--- src/hdl/gwa_pkg.sv ---
package gwa_pkg;
    // ------------------------------------------------------------
    // register geometry
    // ------------------------------------------------------------
    localparam int ADDR_W = 4;
    localparam int DATA_W = 16;
    localparam int BASE_W = 24;
    localparam int PIX_W = 11;
    localparam int HIGH_W = 8;
    localparam int LOW_W = 16;

    // ------------------------------------------------------------
    // register offsets (word index)
    // ------------------------------------------------------------
    localparam logic [3:0] OFS_AREA1_LOW = 4'h0;
    localparam logic [3:0] OFS_AREA1_HIGH = 4'h1;
    localparam logic [3:0] OFS_AREA2_LOW = 4'h2;
    localparam logic [3:0] OFS_AREA2_HIGH = 4'h3;
    localparam logic [3:0] OFS_AREA_WIDTH = 4'h4;
    localparam logic [3:0] OFS_AREA_HEIGHT = 4'h5;
    localparam logic [3:0] OFS_FRAME_LOW = 4'h6;
    localparam logic [3:0] OFS_FRAME_HIGH = 4'h7;
    localparam logic [3:0] OFS_FRAME_WIDTH = 4'h8;

    // ------------------------------------------------------------
    // reset values
    // ------------------------------------------------------------
    localparam logic [15:0] RST_LOW = 16'h0000;
    localparam logic [7:0] RST_HIGH = 8'h00;
    localparam logic [10:0] RST_PIX = 11'h000;
    localparam logic [15:0] READ_UNMAPPED = 16'h0000;
endpackage

--- src/hdl/gwa_bus_if.sv ---
interface gwa_bus_if;
    logic [3:0] addr;
    logic [15:0] wdata;
    logic wr;
    logic rd;
    logic [15:0] rdata;
    modport master (output addr, output wdata, output wr, output rd, input rdata);
    modport slave (input addr, input wdata, input wr, input rd, output rdata);
endinterface

--- src/hdl/gwa_field.sv ---
module gwa_field #(
    parameter int W = 16,
    parameter logic [W-1:0] RST = '0
) (
    // clock and reset
    input wire logic clock,
    input wire logic resetn,
    input wire logic enable,
    // write port
    input wire logic load,
    input wire logic [W-1:0] din,
    // stored value
    output logic [W-1:0] q
);
    always_ff @(posedge clock or negedge resetn) begin
        if (!resetn) begin
            q <= RST;
        end else if (enable && load) begin
            q <= din;
        end
    end
endmodule

--- src/hdl/gwa_regs.sv ---
// Overview of operation
// - first area base is high register low byte over low register word.
// - second area base is high register low byte over low register word.
// - frame base is high register low byte over low register word.
// - area pixel width is eleven bits, bits 10-0.
// - area pixel height is eleven bits, bits 10-0.
// - frame pixel width is eleven bits, bits 10-0.
// - high address registers read zero in bits 15-8.
// - width and height registers read zero in bits 15-11.
module gwa_regs (
    // clock and reset
    input wire logic clock,
    input wire logic resetn,
    input wire logic clk_en,
    // register port
    input wire logic [3:0] reg_addr,
    input wire logic [15:0] reg_wdata,
    input wire logic reg_wr,
    input wire logic reg_rd,
    output logic [15:0] reg_rdata,
    // configuration outputs
    output logic [23:0] first_area_base,
    output logic [23:0] second_area_base,
    output logic [23:0] frame_base,
    output logic [10:0] area_pixel_width,
    output logic [10:0] area_pixel_height,
    output logic [10:0] frame_pixel_width
);
    // ------------------------------------------------------------
    // internal bus
    // ------------------------------------------------------------
    gwa_bus_if bus ();
    assign bus.addr = reg_addr;
    assign bus.wdata = reg_wdata;
    assign bus.wr = reg_wr;
    assign bus.rd = reg_rd;

    function automatic logic hit(input logic [3:0] a, input logic [3:0] ofs);
        hit = (a == ofs);
    endfunction

    // ------------------------------------------------------------
    // write decode
    // ------------------------------------------------------------
    wire logic wr_a1l = bus.wr && hit(bus.addr, gwa_pkg::OFS_AREA1_LOW);
    wire logic wr_a1h = bus.wr && hit(bus.addr, gwa_pkg::OFS_AREA1_HIGH);
    wire logic wr_a2l = bus.wr && hit(bus.addr, gwa_pkg::OFS_AREA2_LOW);
    wire logic wr_a2h = bus.wr && hit(bus.addr, gwa_pkg::OFS_AREA2_HIGH);
    wire logic wr_aw = bus.wr && hit(bus.addr, gwa_pkg::OFS_AREA_WIDTH);
    wire logic wr_ah = bus.wr && hit(bus.addr, gwa_pkg::OFS_AREA_HEIGHT);
    wire logic wr_fl = bus.wr && hit(bus.addr, gwa_pkg::OFS_FRAME_LOW);
    wire logic wr_fh = bus.wr && hit(bus.addr, gwa_pkg::OFS_FRAME_HIGH);
    wire logic wr_fw = bus.wr && hit(bus.addr, gwa_pkg::OFS_FRAME_WIDTH);

    // ------------------------------------------------------------
    // storage
    // ------------------------------------------------------------
    logic [15:0] a1l_r, a2l_r, fl_r;
    logic [7:0] a1h_r, a2h_r, fh_r;
    logic [10:0] aw_r, ah_r, fw_r;

    gwa_field #(.W(16), .RST(gwa_pkg::RST_LOW)) u_a1l (
        .clock(clock),
        .resetn(resetn),
        .enable(clk_en),
        .load(wr_a1l),
        .din(bus.wdata),
        .q(a1l_r)
    );
    gwa_field #(.W(16), .RST(gwa_pkg::RST_LOW)) u_a2l (
        .clock(clock),
        .resetn(resetn),
        .enable(clk_en),
        .load(wr_a2l),
        .din(bus.wdata),
        .q(a2l_r)
    );
    gwa_field #(.W(16), .RST(gwa_pkg::RST_LOW)) u_fl (
        .clock(clock),
        .resetn(resetn),
        .enable(clk_en),
        .load(wr_fl),
        .din(bus.wdata),
        .q(fl_r)
    );

    gwa_field #(.W(8), .RST(gwa_pkg::RST_HIGH)) u_a1h (
        .clock(clock),
        .resetn(resetn),
        .enable(clk_en),
        .load(wr_a1h),
        .din(bus.wdata[7:0]),
        .q(a1h_r)
    );
    gwa_field #(.W(8), .RST(gwa_pkg::RST_HIGH)) u_a2h (
        .clock(clock),
        .resetn(resetn),
        .enable(clk_en),
        .load(wr_a2h),
        .din(bus.wdata[7:0]),
        .q(a2h_r)
    );
    gwa_field #(.W(8), .RST(gwa_pkg::RST_HIGH)) u_fh (
        .clock(clock),
        .resetn(resetn),
        .enable(clk_en),
        .load(wr_fh),
        .din(bus.wdata[7:0]),
        .q(fh_r)
    );

    gwa_field #(.W(11), .RST(gwa_pkg::RST_PIX)) u_aw (
        .clock(clock),
        .resetn(resetn),
        .enable(clk_en),
        .load(wr_aw),
        .din(bus.wdata[10:0]),
        .q(aw_r)
    );
    gwa_field #(.W(11), .RST(gwa_pkg::RST_PIX)) u_ah (
        .clock(clock),
        .resetn(resetn),
        .enable(clk_en),
        .load(wr_ah),
        .din(bus.wdata[10:0]),
        .q(ah_r)
    );
    gwa_field #(.W(11), .RST(gwa_pkg::RST_PIX)) u_fw (
        .clock(clock),
        .resetn(resetn),
        .enable(clk_en),
        .load(wr_fw),
        .din(bus.wdata[10:0]),
        .q(fw_r)
    );

    // ------------------------------------------------------------
    // address assembly
    // ------------------------------------------------------------
    // first area base
    assign first_area_base = {a1h_r, a1l_r};
    assign second_area_base = {a2h_r, a2l_r};
    assign frame_base = {fh_r, fl_r};
    assign area_pixel_width = aw_r;
    assign area_pixel_height = ah_r;
    assign frame_pixel_width = fw_r;

    // ------------------------------------------------------------
    // read path
    // ------------------------------------------------------------
    logic [15:0] rd_sel;
    logic [15:0] rdata_r;
    wire logic [15:0] rd_a1h = {8'h00, a1h_r};
    wire logic [15:0] rd_a2h = {8'h00, a2h_r};
    wire logic [15:0] rd_fh = {8'h00, fh_r};
    wire logic [15:0] rd_aw = {5'h00, aw_r};
    wire logic [15:0] rd_ah = {5'h00, ah_r};
    wire logic [15:0] rd_fw = {5'h00, fw_r};

    always_comb begin
        case (bus.addr)
            gwa_pkg::OFS_AREA1_LOW: rd_sel = a1l_r;
            gwa_pkg::OFS_AREA1_HIGH: rd_sel = rd_a1h;
            gwa_pkg::OFS_AREA2_LOW: rd_sel = a2l_r;
            gwa_pkg::OFS_AREA2_HIGH: rd_sel = rd_a2h;
            gwa_pkg::OFS_AREA_WIDTH: rd_sel = rd_aw;
            gwa_pkg::OFS_AREA_HEIGHT: rd_sel = rd_ah;
            gwa_pkg::OFS_FRAME_LOW: rd_sel = fl_r;
            gwa_pkg::OFS_FRAME_HIGH: rd_sel = rd_fh;
            gwa_pkg::OFS_FRAME_WIDTH: rd_sel = rd_fw;
            default: rd_sel = gwa_pkg::READ_UNMAPPED;
        endcase
    end

    always_ff @(posedge clock or negedge resetn) begin
        if (!resetn) begin
            rdata_r <= 16'h0000;
        end else if (clk_en) begin
            rdata_r <= bus.rd ? rd_sel : 16'h0000;
        end
    end
    assign bus.rdata = rdata_r;
    assign reg_rdata = bus.rdata;

    // ------------------------------------------------------------
    // checks
    // ------------------------------------------------------------
    a_high_pad_zero: assert property (@(posedge clock) disable iff (!resetn)
        clk_en && reg_rd && (reg_addr == gwa_pkg::OFS_AREA1_HIGH
        || reg_addr == gwa_pkg::OFS_AREA2_HIGH || reg_addr == gwa_pkg::OFS_FRAME_HIGH)
        |=> reg_rdata[15:8] == 8'h00)
        else $error("high register upper byte not zero");
    a_pix_pad_zero: assert property (@(posedge clock) disable iff (!resetn)
        clk_en && reg_rd && (reg_addr == gwa_pkg::OFS_AREA_WIDTH
        || reg_addr == gwa_pkg::OFS_AREA_HEIGHT || reg_addr == gwa_pkg::OFS_FRAME_WIDTH)
        |=> reg_rdata[15:11] == 5'h00)
        else $error("pixel register upper bits not zero");
    a_first_base_wr: assert property (@(posedge clock) disable iff (!resetn)
        clk_en && reg_wr && reg_addr == gwa_pkg::OFS_AREA1_HIGH
        |=> first_area_base[23:16] == $past(reg_wdata[7:0]))
        else $error("first area base high byte not loaded");
    a_second_base_wr: assert property (@(posedge clock) disable iff (!resetn)
        clk_en && reg_wr && reg_addr == gwa_pkg::OFS_AREA2_LOW
        |=> second_area_base[15:0] == $past(reg_wdata) && $stable(second_area_base[23:16]))
        else $error("second area base low word not loaded");
    a_frame_base_wr: assert property (@(posedge clock) disable iff (!resetn)
        clk_en && reg_wr && reg_addr == gwa_pkg::OFS_FRAME_HIGH
        |=> frame_base[23:16] == $past(reg_wdata[7:0]) && $stable(frame_base[15:0]))
        else $error("frame base high byte not loaded");
    a_area_width_wr: assert property (@(posedge clock) disable iff (!resetn)
        clk_en && reg_wr && reg_addr == gwa_pkg::OFS_AREA_WIDTH
        |=> area_pixel_width == $past(reg_wdata[10:0]))
        else $error("area width not loaded");
    a_area_height_wr: assert property (@(posedge clock) disable iff (!resetn)
        clk_en && reg_wr && reg_addr == gwa_pkg::OFS_AREA_HEIGHT
        |=> area_pixel_height == $past(reg_wdata[10:0]))
        else $error("area height not loaded");
    a_frame_width_rd: assert property (@(posedge clock) disable iff (!resetn)
        clk_en && reg_wr && reg_addr == gwa_pkg::OFS_FRAME_WIDTH
        ##1 clk_en && reg_rd && reg_addr == gwa_pkg::OFS_FRAME_WIDTH
        |=> reg_rdata == {5'h00, $past(reg_wdata[10:0], 2)})
        else $error("frame width readback wrong");
    a_frozen_hold: assert property (@(posedge clock) disable iff (!resetn)
        !clk_en |=> $stable(first_area_base) && $stable(frame_base) && $stable(reg_rdata))
        else $error("state changed while clock enable low");
    a_first_low_wr: assert property (@(posedge clock) disable iff (!resetn)
        clk_en && reg_wr && reg_addr == gwa_pkg::OFS_AREA1_LOW
        |=> first_area_base[15:0] == $past(reg_wdata) && $stable(first_area_base[23:16]))
        else $error("first area base low word not loaded");
    a_second_high_wr: assert property (@(posedge clock) disable iff (!resetn)
        clk_en && reg_wr && reg_addr == gwa_pkg::OFS_AREA2_HIGH
        |=> second_area_base[23:16] == $past(reg_wdata[7:0]) && $stable(second_area_base[15:0]))
        else $error("second area base high byte not loaded");
    a_frame_low_wr: assert property (@(posedge clock) disable iff (!resetn)
        clk_en && reg_wr && reg_addr == gwa_pkg::OFS_FRAME_LOW
        |=> frame_base[15:0] == $past(reg_wdata) && $stable(frame_base[23:16]))
        else $error("frame base low word not loaded");
    a_high_drop_rd: assert property (@(posedge clock) disable iff (!resetn)
        clk_en && reg_wr && reg_addr == gwa_pkg::OFS_AREA1_HIGH
        ##1 clk_en && reg_rd && reg_addr == gwa_pkg::OFS_AREA1_HIGH
        |=> reg_rdata == {8'h00, $past(reg_wdata[7:0], 2)})
        else $error("high register readback wrong");
    a_second_low_rd: assert property (@(posedge clock) disable iff (!resetn)
        clk_en && reg_wr && reg_addr == gwa_pkg::OFS_AREA2_LOW
        ##1 clk_en && reg_rd && reg_addr == gwa_pkg::OFS_AREA2_LOW
        |=> reg_rdata == $past(reg_wdata, 2))
        else $error("second area low word readback wrong");

    // ------------------------------------------------------------
    // hold checks
    // ------------------------------------------------------------
    a_first_base_hold: assert property (@(posedge clock) disable iff (!resetn)
        !(clk_en && reg_wr && (reg_addr == gwa_pkg::OFS_AREA1_LOW
        || reg_addr == gwa_pkg::OFS_AREA1_HIGH)) |=> $stable(first_area_base))
        else $error("first area base changed without a write");
    a_second_base_hold: assert property (@(posedge clock) disable iff (!resetn)
        !(clk_en && reg_wr && (reg_addr == gwa_pkg::OFS_AREA2_LOW
        || reg_addr == gwa_pkg::OFS_AREA2_HIGH)) |=> $stable(second_area_base))
        else $error("second area base changed without a write");
    a_frame_base_hold: assert property (@(posedge clock) disable iff (!resetn)
        !(clk_en && reg_wr && (reg_addr == gwa_pkg::OFS_FRAME_LOW
        || reg_addr == gwa_pkg::OFS_FRAME_HIGH)) |=> $stable(frame_base))
        else $error("frame base changed without a write");
    a_area_width_hold: assert property (@(posedge clock) disable iff (!resetn)
        !(clk_en && reg_wr && reg_addr == gwa_pkg::OFS_AREA_WIDTH)
        |=> $stable(area_pixel_width))
        else $error("area width changed without a write");
    a_area_height_hold: assert property (@(posedge clock) disable iff (!resetn)
        !(clk_en && reg_wr && reg_addr == gwa_pkg::OFS_AREA_HEIGHT)
        |=> $stable(area_pixel_height))
        else $error("area height changed without a write");
    a_frame_width_hold: assert property (@(posedge clock) disable iff (!resetn)
        !(clk_en && reg_wr && reg_addr == gwa_pkg::OFS_FRAME_WIDTH)
        |=> $stable(frame_pixel_width))
        else $error("frame width changed without a write");

    c_write_high: cover property (@(posedge clock) disable iff (!resetn)
        clk_en && reg_wr && reg_addr == gwa_pkg::OFS_AREA1_HIGH && reg_wdata[15:8] != 8'h00);
    c_read_width: cover property (@(posedge clock) disable iff (!resetn)
        clk_en && reg_rd && reg_addr == gwa_pkg::OFS_AREA_WIDTH);
    c_back_to_back: cover property (@(posedge clock) disable iff (!resetn)
        clk_en && reg_wr ##1 clk_en && reg_rd);
    c_unmapped_read: cover property (@(posedge clock) disable iff (!resetn)
        clk_en && reg_rd && reg_addr > gwa_pkg::OFS_FRAME_WIDTH);
    c_frozen_write: cover property (@(posedge clock) disable iff (!resetn)
        !clk_en && reg_wr);
endmodule

--- config.mk ---
export PLATFORM = sky130hd
export DESIGN_NAME = gwa_regs
export DESIGN_NICKNAME = d
export VERILOG_FILES = /design/src/hdl/gwa_pkg.sv /design/src/hdl/gwa_bus_if.sv /design/src/hdl/gwa_field.sv /design/src/hdl/gwa_regs.sv
export SDC_FILE = /design/constraint.sdc
export NUM_CORES = 1
export LEC_CHECK = 0
export BUFFER_PORTS_ARGS = -buffer_cell sky130_fd_sc_hd__buf_2
export CAP_MARGIN = 20
export CORE_MARGIN = 8
export CORE_UTILIZATION = 45
export CTS_CLUSTER_DIAMETER = 40
export CTS_CLUSTER_SIZE = 28
export DETAILED_ROUTE_END_ITERATION = 8
export PLACE_DENSITY = 0.71
export REMOVE_ABC_BUFFERS = 1
export SETUP_SLACK_MARGIN = 0.1
export SLEW_MARGIN = 20
export SYNTH_ARGS = -nofsm -noshare
export SYNTH_HDL_FRONTEND = slang
export SYNTH_HIERARCHICAL = 1
export SYNTH_SLANG_ARGS = --single-unit
--- constraint.sdc ---
create_clock -name clock -period 2.8 [get_ports clock]
set_input_delay 0.14 -clock clock [delete_from_list [all_inputs] [get_ports clock]]
set_output_delay 0.14 -clock clock [all_outputs]
set_load 0.1 [all_outputs]
Word-level counts from Yosys, hierarchy flattened
Index checks and enable logic that the tools add are counted.
- equal/unequal tests: 8
- multiplexer cells: 2
- reduce and logical (&&, ||, !) cells: 19
- operators with widths (cell ; count):
    16-bit case mux with 9 select lines ; 1
    1-bit logical AND ; 18
    4-bit by 3-bit == test with 1-bit output, second input constant ; 4
    16-bit 2-to-1 mux ; 1
    4-bit by 2-bit == test with 1-bit output, second input constant ; 2
    4-bit by 1-bit == test with 1-bit output, second input constant ; 1
    4-bit == test, second input constant ; 1
    4-bit logical NOT ; 1
- register bits after elaboration: 121
- input port bits: 25
- word-level logic and storage cells: 39

Logic depth before layout (Yosys ltp)
- word-level depth: 3
- gate-level depth with buffers: 8
- gate-level depth less buffers: 5

Hierarchy
The synthesis kept the hierarchy.
- by module, submodules not included (module ; times used ; cells each ; area each (um^2) ; sequential area each (um^2)):
    gwa_field at u_a1l ... ; 3 ; 34 ; 635.6 ; 400.4
    gwa_regs ; 1 ; 215 ; 1749.2 ; 400.4
    gwa_field at u_ah ... ; 3 ; 24 ; 454.2 ; 275.3
    gwa_field at u_a1h ... ; 3 ; 17 ; 296.5 ; 200.2

Worst setup path before layout
OpenSTA, ideal clock, no wires.
- path kind: register to register
- start: register u_a1l.q[7]
- end: register rdata_r[7], in the netlist reg_rdata[7]
- data arrival time: 1.693 ns
- slack: 1.016 ns
- stages on the path, launching flop included: 5
- buffers on the path: 0
- period minus slack after synthesis: 1.784 ns
- path through: dfrtp_1 -> or3b_2 -> a21oi_1 -> o31ai_1 -> o221ai_1
- longest elaborated chain between the ends: 2
- RTL lines (item ; RTL line ; text):
    start: declaration ; gwa_field.sv:13 ; output logic [W-1:0] q
    start signal: assignment ; gwa_field.sv:19 ; q <= din;
    16-bit case mux with 9 select lines ; gwa_regs.sv:161 ; case (bus.addr)
    16-bit 2-to-1 mux ; gwa_regs.sv:179 ; rdata_r <= bus.rd ? rd_sel : 16'h0000;
    end signal: assignment ; gwa_regs.sv:179 ;
    end: declaration ; gwa_regs.sv:152 ; logic [15:0] rdata_r;
Every way passes these cells.
A chain may end at the register's enable or synchronous reset.

Worst setup path after layout
- start: input reg_addr[2]
- end: register u_fl.q[4]
- longest elaborated chain between the ends: 3
- RTL lines (item ; RTL line ; text):
    start: declaration ; gwa_regs.sv:16 ; input wire logic [3:0] reg_addr,
    4-bit by 3-bit == test with 1-bit output ; gwa_regs.sv:39 ; hit = (a == ofs);
    1-bit logical AND ; gwa_regs.sv:51 ; wire logic wr_fl = bus.wr && hit(bus.addr, gwa_pkg::OFS_FRAME_LOW);
    net wr_fl ; gwa_regs.sv:51 ;
    1-bit logical AND ; gwa_field.sv:18 ; end else if (enable && load) begin
    end signal: assignment ; gwa_field.sv:19 ;
    end: declaration ; gwa_field.sv:13 ;
The timed path passes the listed nets, and every way through them passes these cells.

==> impl_metrics.json <==
{
  "status": "finished, final reports clean",
  "max_freq_mhz": 588,
  "synth_cell_types": 41,
  "maxCapViolations": 0,
  "cts_tree": "built",
  "path_max_fanout": 19,
  "die_area_um2": 17100,
  "clk_latency_ns": 0.42,
  "coreArea_um2": 13000,
  "port_buffers": 145,
  "yosysSeqAreaShare": 0.512,
  "synthAdderAreaFrac": 0,
  "use_met2": 0.325,
  "htree_levels": 4,
  "worst_ir_drop_vdd_mv": 0.639,
  "finalSetupViolations": 0,
  "syn_inst": 440,
  "hold_viol": 0,
  "cts.sinks": 121,
  "cp-end-kind": "flop",
  "hpwlAfterDp_um": 12100,
  "numCtsBuffers": 17,
  "grt.busiest_layer": "met2",
  "reg2regPathDepth": 4,
  "cts_buffer_depth": 2,
  "tightest_slew_ns": 0.686,
  "hold_path_depth": 2,
  "finalNetCount": 615,
  "row_count": 42,
  "synth-compound-area-share": 0.0947,
  "drive_above_1_share": 0.518,
  "syn_area_um2": 5910,
  "syn_area_per_cell_um2": 13.4,
  "antenna_found_initial": 0,
  "synthSimpleGateAreaFrac": 0.0925,
  "synth-seq-cells": 121,
  "start_util": 0.453,
  "drt_wl_total_um": 17200,
  "critical-path-slowest-cell": "mux2_4",
  "timing.final.crit_share": 0.608,
  "worstPathCellList": "buf_2 -> and2b_1 -> nand2_1 -> nor3b_1 -> nand2_2 -> mux2_4",
  "synth_xor_area_frac": 0,
  "drtAntennaViolNets": 0,
  "synthArstFlopShare": 1.00,
  "worstSetupStartpointType": "primary input",
  "cts_hold_buffers": 5,
  "use_met3": 0.0560,
  "synth_area_leader_cell": "dfrtp_1",
  "ys_warn_count": 6,
  "die_w_um": 131,
  "first_iter_violations": 350,
  "route.detailed.drc": 0,
  "cts_root_buf": "clkbuf_16",
  "io-pin-count": 146,
  "power-per-cell-area_nw_per_um2": 1050,
  "num_vias": 4315,
  "multi_input_area_um2": 2640,
  "cp_slowest_stage_delay_ns": 0.43,
  "synth_edf_count": 0,
  "gp_congestion": 0.828,
  "syn_to_final_growth_pct": 24.8,
  "netlist.area_leader.share": 0.512,
  "avgViaCountPerCell": 5.55,
  "grt_pass1_wl_um": 26000,
  "worstHoldPathType": "in2reg",
  "die_y_um": 131,
  "grt_max_degree": 53,
  "criticalPathCategory": "in2reg",
  "post_cts_buffers": 0,
  "p_leak_nw": 3.73,
  "cts_resized": 0,
  "placed_cells": 742,
  "dr.pass1.iters": 4,
  "grt-ovfl-total": 0,
  "period_needed_ns": 1.70,
  "synthTopCellsByArea": "dfrtp_1, mux2_4, mux2_2",
  "wire_per_inst_um": 22.1,
  "tns_ns": 0,
  "crit_arrival_ns": 1.99,
  "grt_setup_unrepaired": "false",
  "grt_pass1_vias": 4448,
  "drv_slew": 0,
  "num-fill-cells": 1110,
  "dpl_cell_area_um2": 6750,
  "grt_use_total": 0.206,
  "final-seq-area_um2": 3030,
  "path_clk_slew_ns": 0.05,
  "grt_use_met1": 0.265,
  "crit_required_ns": 3.09,
  "skew_ns": 0.0118,
  "finalInstanceArea_um2": 7370,
  "whs_ns": 0.0113,
  "synth_top_family_by_area": "multiplexers",
  "maxSlewHeadroom": 0.543,
  "synth_mux_area_frac": 0.259,
  "synth-main-ff-cell": "dfrtp_1",
  "final_cell_count_no_fill": 778,
  "antenna-diode-count": 0
}
[cells in the mapped netlist (6+ instances only)]
cell type	number
nand2_2	9
o221ai_1	8
buf_2	11
nor2_1	7
mux2i_1	9
and2_1	8
inv_1	16
o22ai_1	8
nand3_1	6
dfrtp_1	121
nand3b_1	22
mux2_2	48
a21oi_1	16
buf_6	8
a22oi_1	15
mux2_4	60
[layer usage]
metal,vias up,wire (um)
met5,-,0
met4,0,306
met3,22,1320
met2,175,8250
met1,2194,7290
li1,1924,-
[cell type report]
class	instances	share of cell area
Sequential cell	121	0.411
Multi-Input combinational cell	276	0.359
Timing Repair Buffer	158	0.115
Clock buffer	22	0.0643
Tap cell	176	0.0299
Clock inverter	9	0.0132
Inverter	16	0.00814
[power breakdown]
part / switching [mW] / total [mW] / internal (mW)
Combinational: 2.71 / 3.34 / 0.628
Clock: 0.742 / 2.10 / 1.36
Sequential: 0.271 / 2.33 / 2.06
[critical path: cells and delay by family]
kind / cells / cell delay, ns
buffers and inverters: 1 / 0.32
muxes: 1 / 0.43
and+or+nand+nor: 4 / 1.08
[placed cells by master (no fill, tap or decap), drive strengths merged, types with 6 or more instances in the layout]
| cell type | n |
|---|---|
| clkbuf | 22 |
| o22ai | 8 |
| a21oi | 17 |
| dfrtp | 121 |
| mux2i | 9 |
| nand3 | 6 |
| and2 | 8 |
| nand3b | 22 |
| clkinv | 6 |
| buf | 153 |
| nor2 | 8 |
| mux2 | 108 |
| o221ai | 8 |
| inv | 16 |
| nand2 | 13 |
| a22oi | 15 |
[final timing paths]
kind / from / to / slack (ns)
max in group asynchronous: resetn / reg_rdata[7] / 1.75
min: reg_wdata[12] / u_fl/q[12] / 0.01
min reg2reg: reg_rdata[12] / reg_rdata[12] / 0.52
max reg2reg: u_a1h/q[1] / reg_rdata[1] / 1.46
max: reg_addr[2] / u_fl/q[4] / 1.10
min in group asynchronous: resetn / u_a2l/q[13] / 0.31
[metrics by stage]
step           worst slack [ns]  utilization  power [mW]
3_3_place_gp              0.793        0.518        5.66
3_5_place_dp              0.717        0.518        5.70
6_report                   1.10        0.566        7.77
4_1_cts                    1.13        0.566        7.82
2_1_floorplan             0.874            -        5.05
5_1_grt                   0.987        0.566        8.01
[flip-flops by register name, summed over array words and instances (netlist names), 11 cells and up]
signal / count
reg_rdata: 16
u_a1l/q: 16
u_a2l/q: 16
u_fl/q: 16
u_ah/q: 11
u_aw/q: 11
u_fw/q: 11
[logic make-up (layout without fill, tap and decap cells)]
| family | Yosys count | after routing |
|---|---|---|
| DFF | 121 | 121 |
| buffers and inverters | 43 | 205 |
| and+or+nand+nor | 83 | 83 |
| AOI/OAI and AO/OA | 76 | 76 |
| muxes | 117 | 117 |
Note: power is estimated with default switching activity, not from simulation.
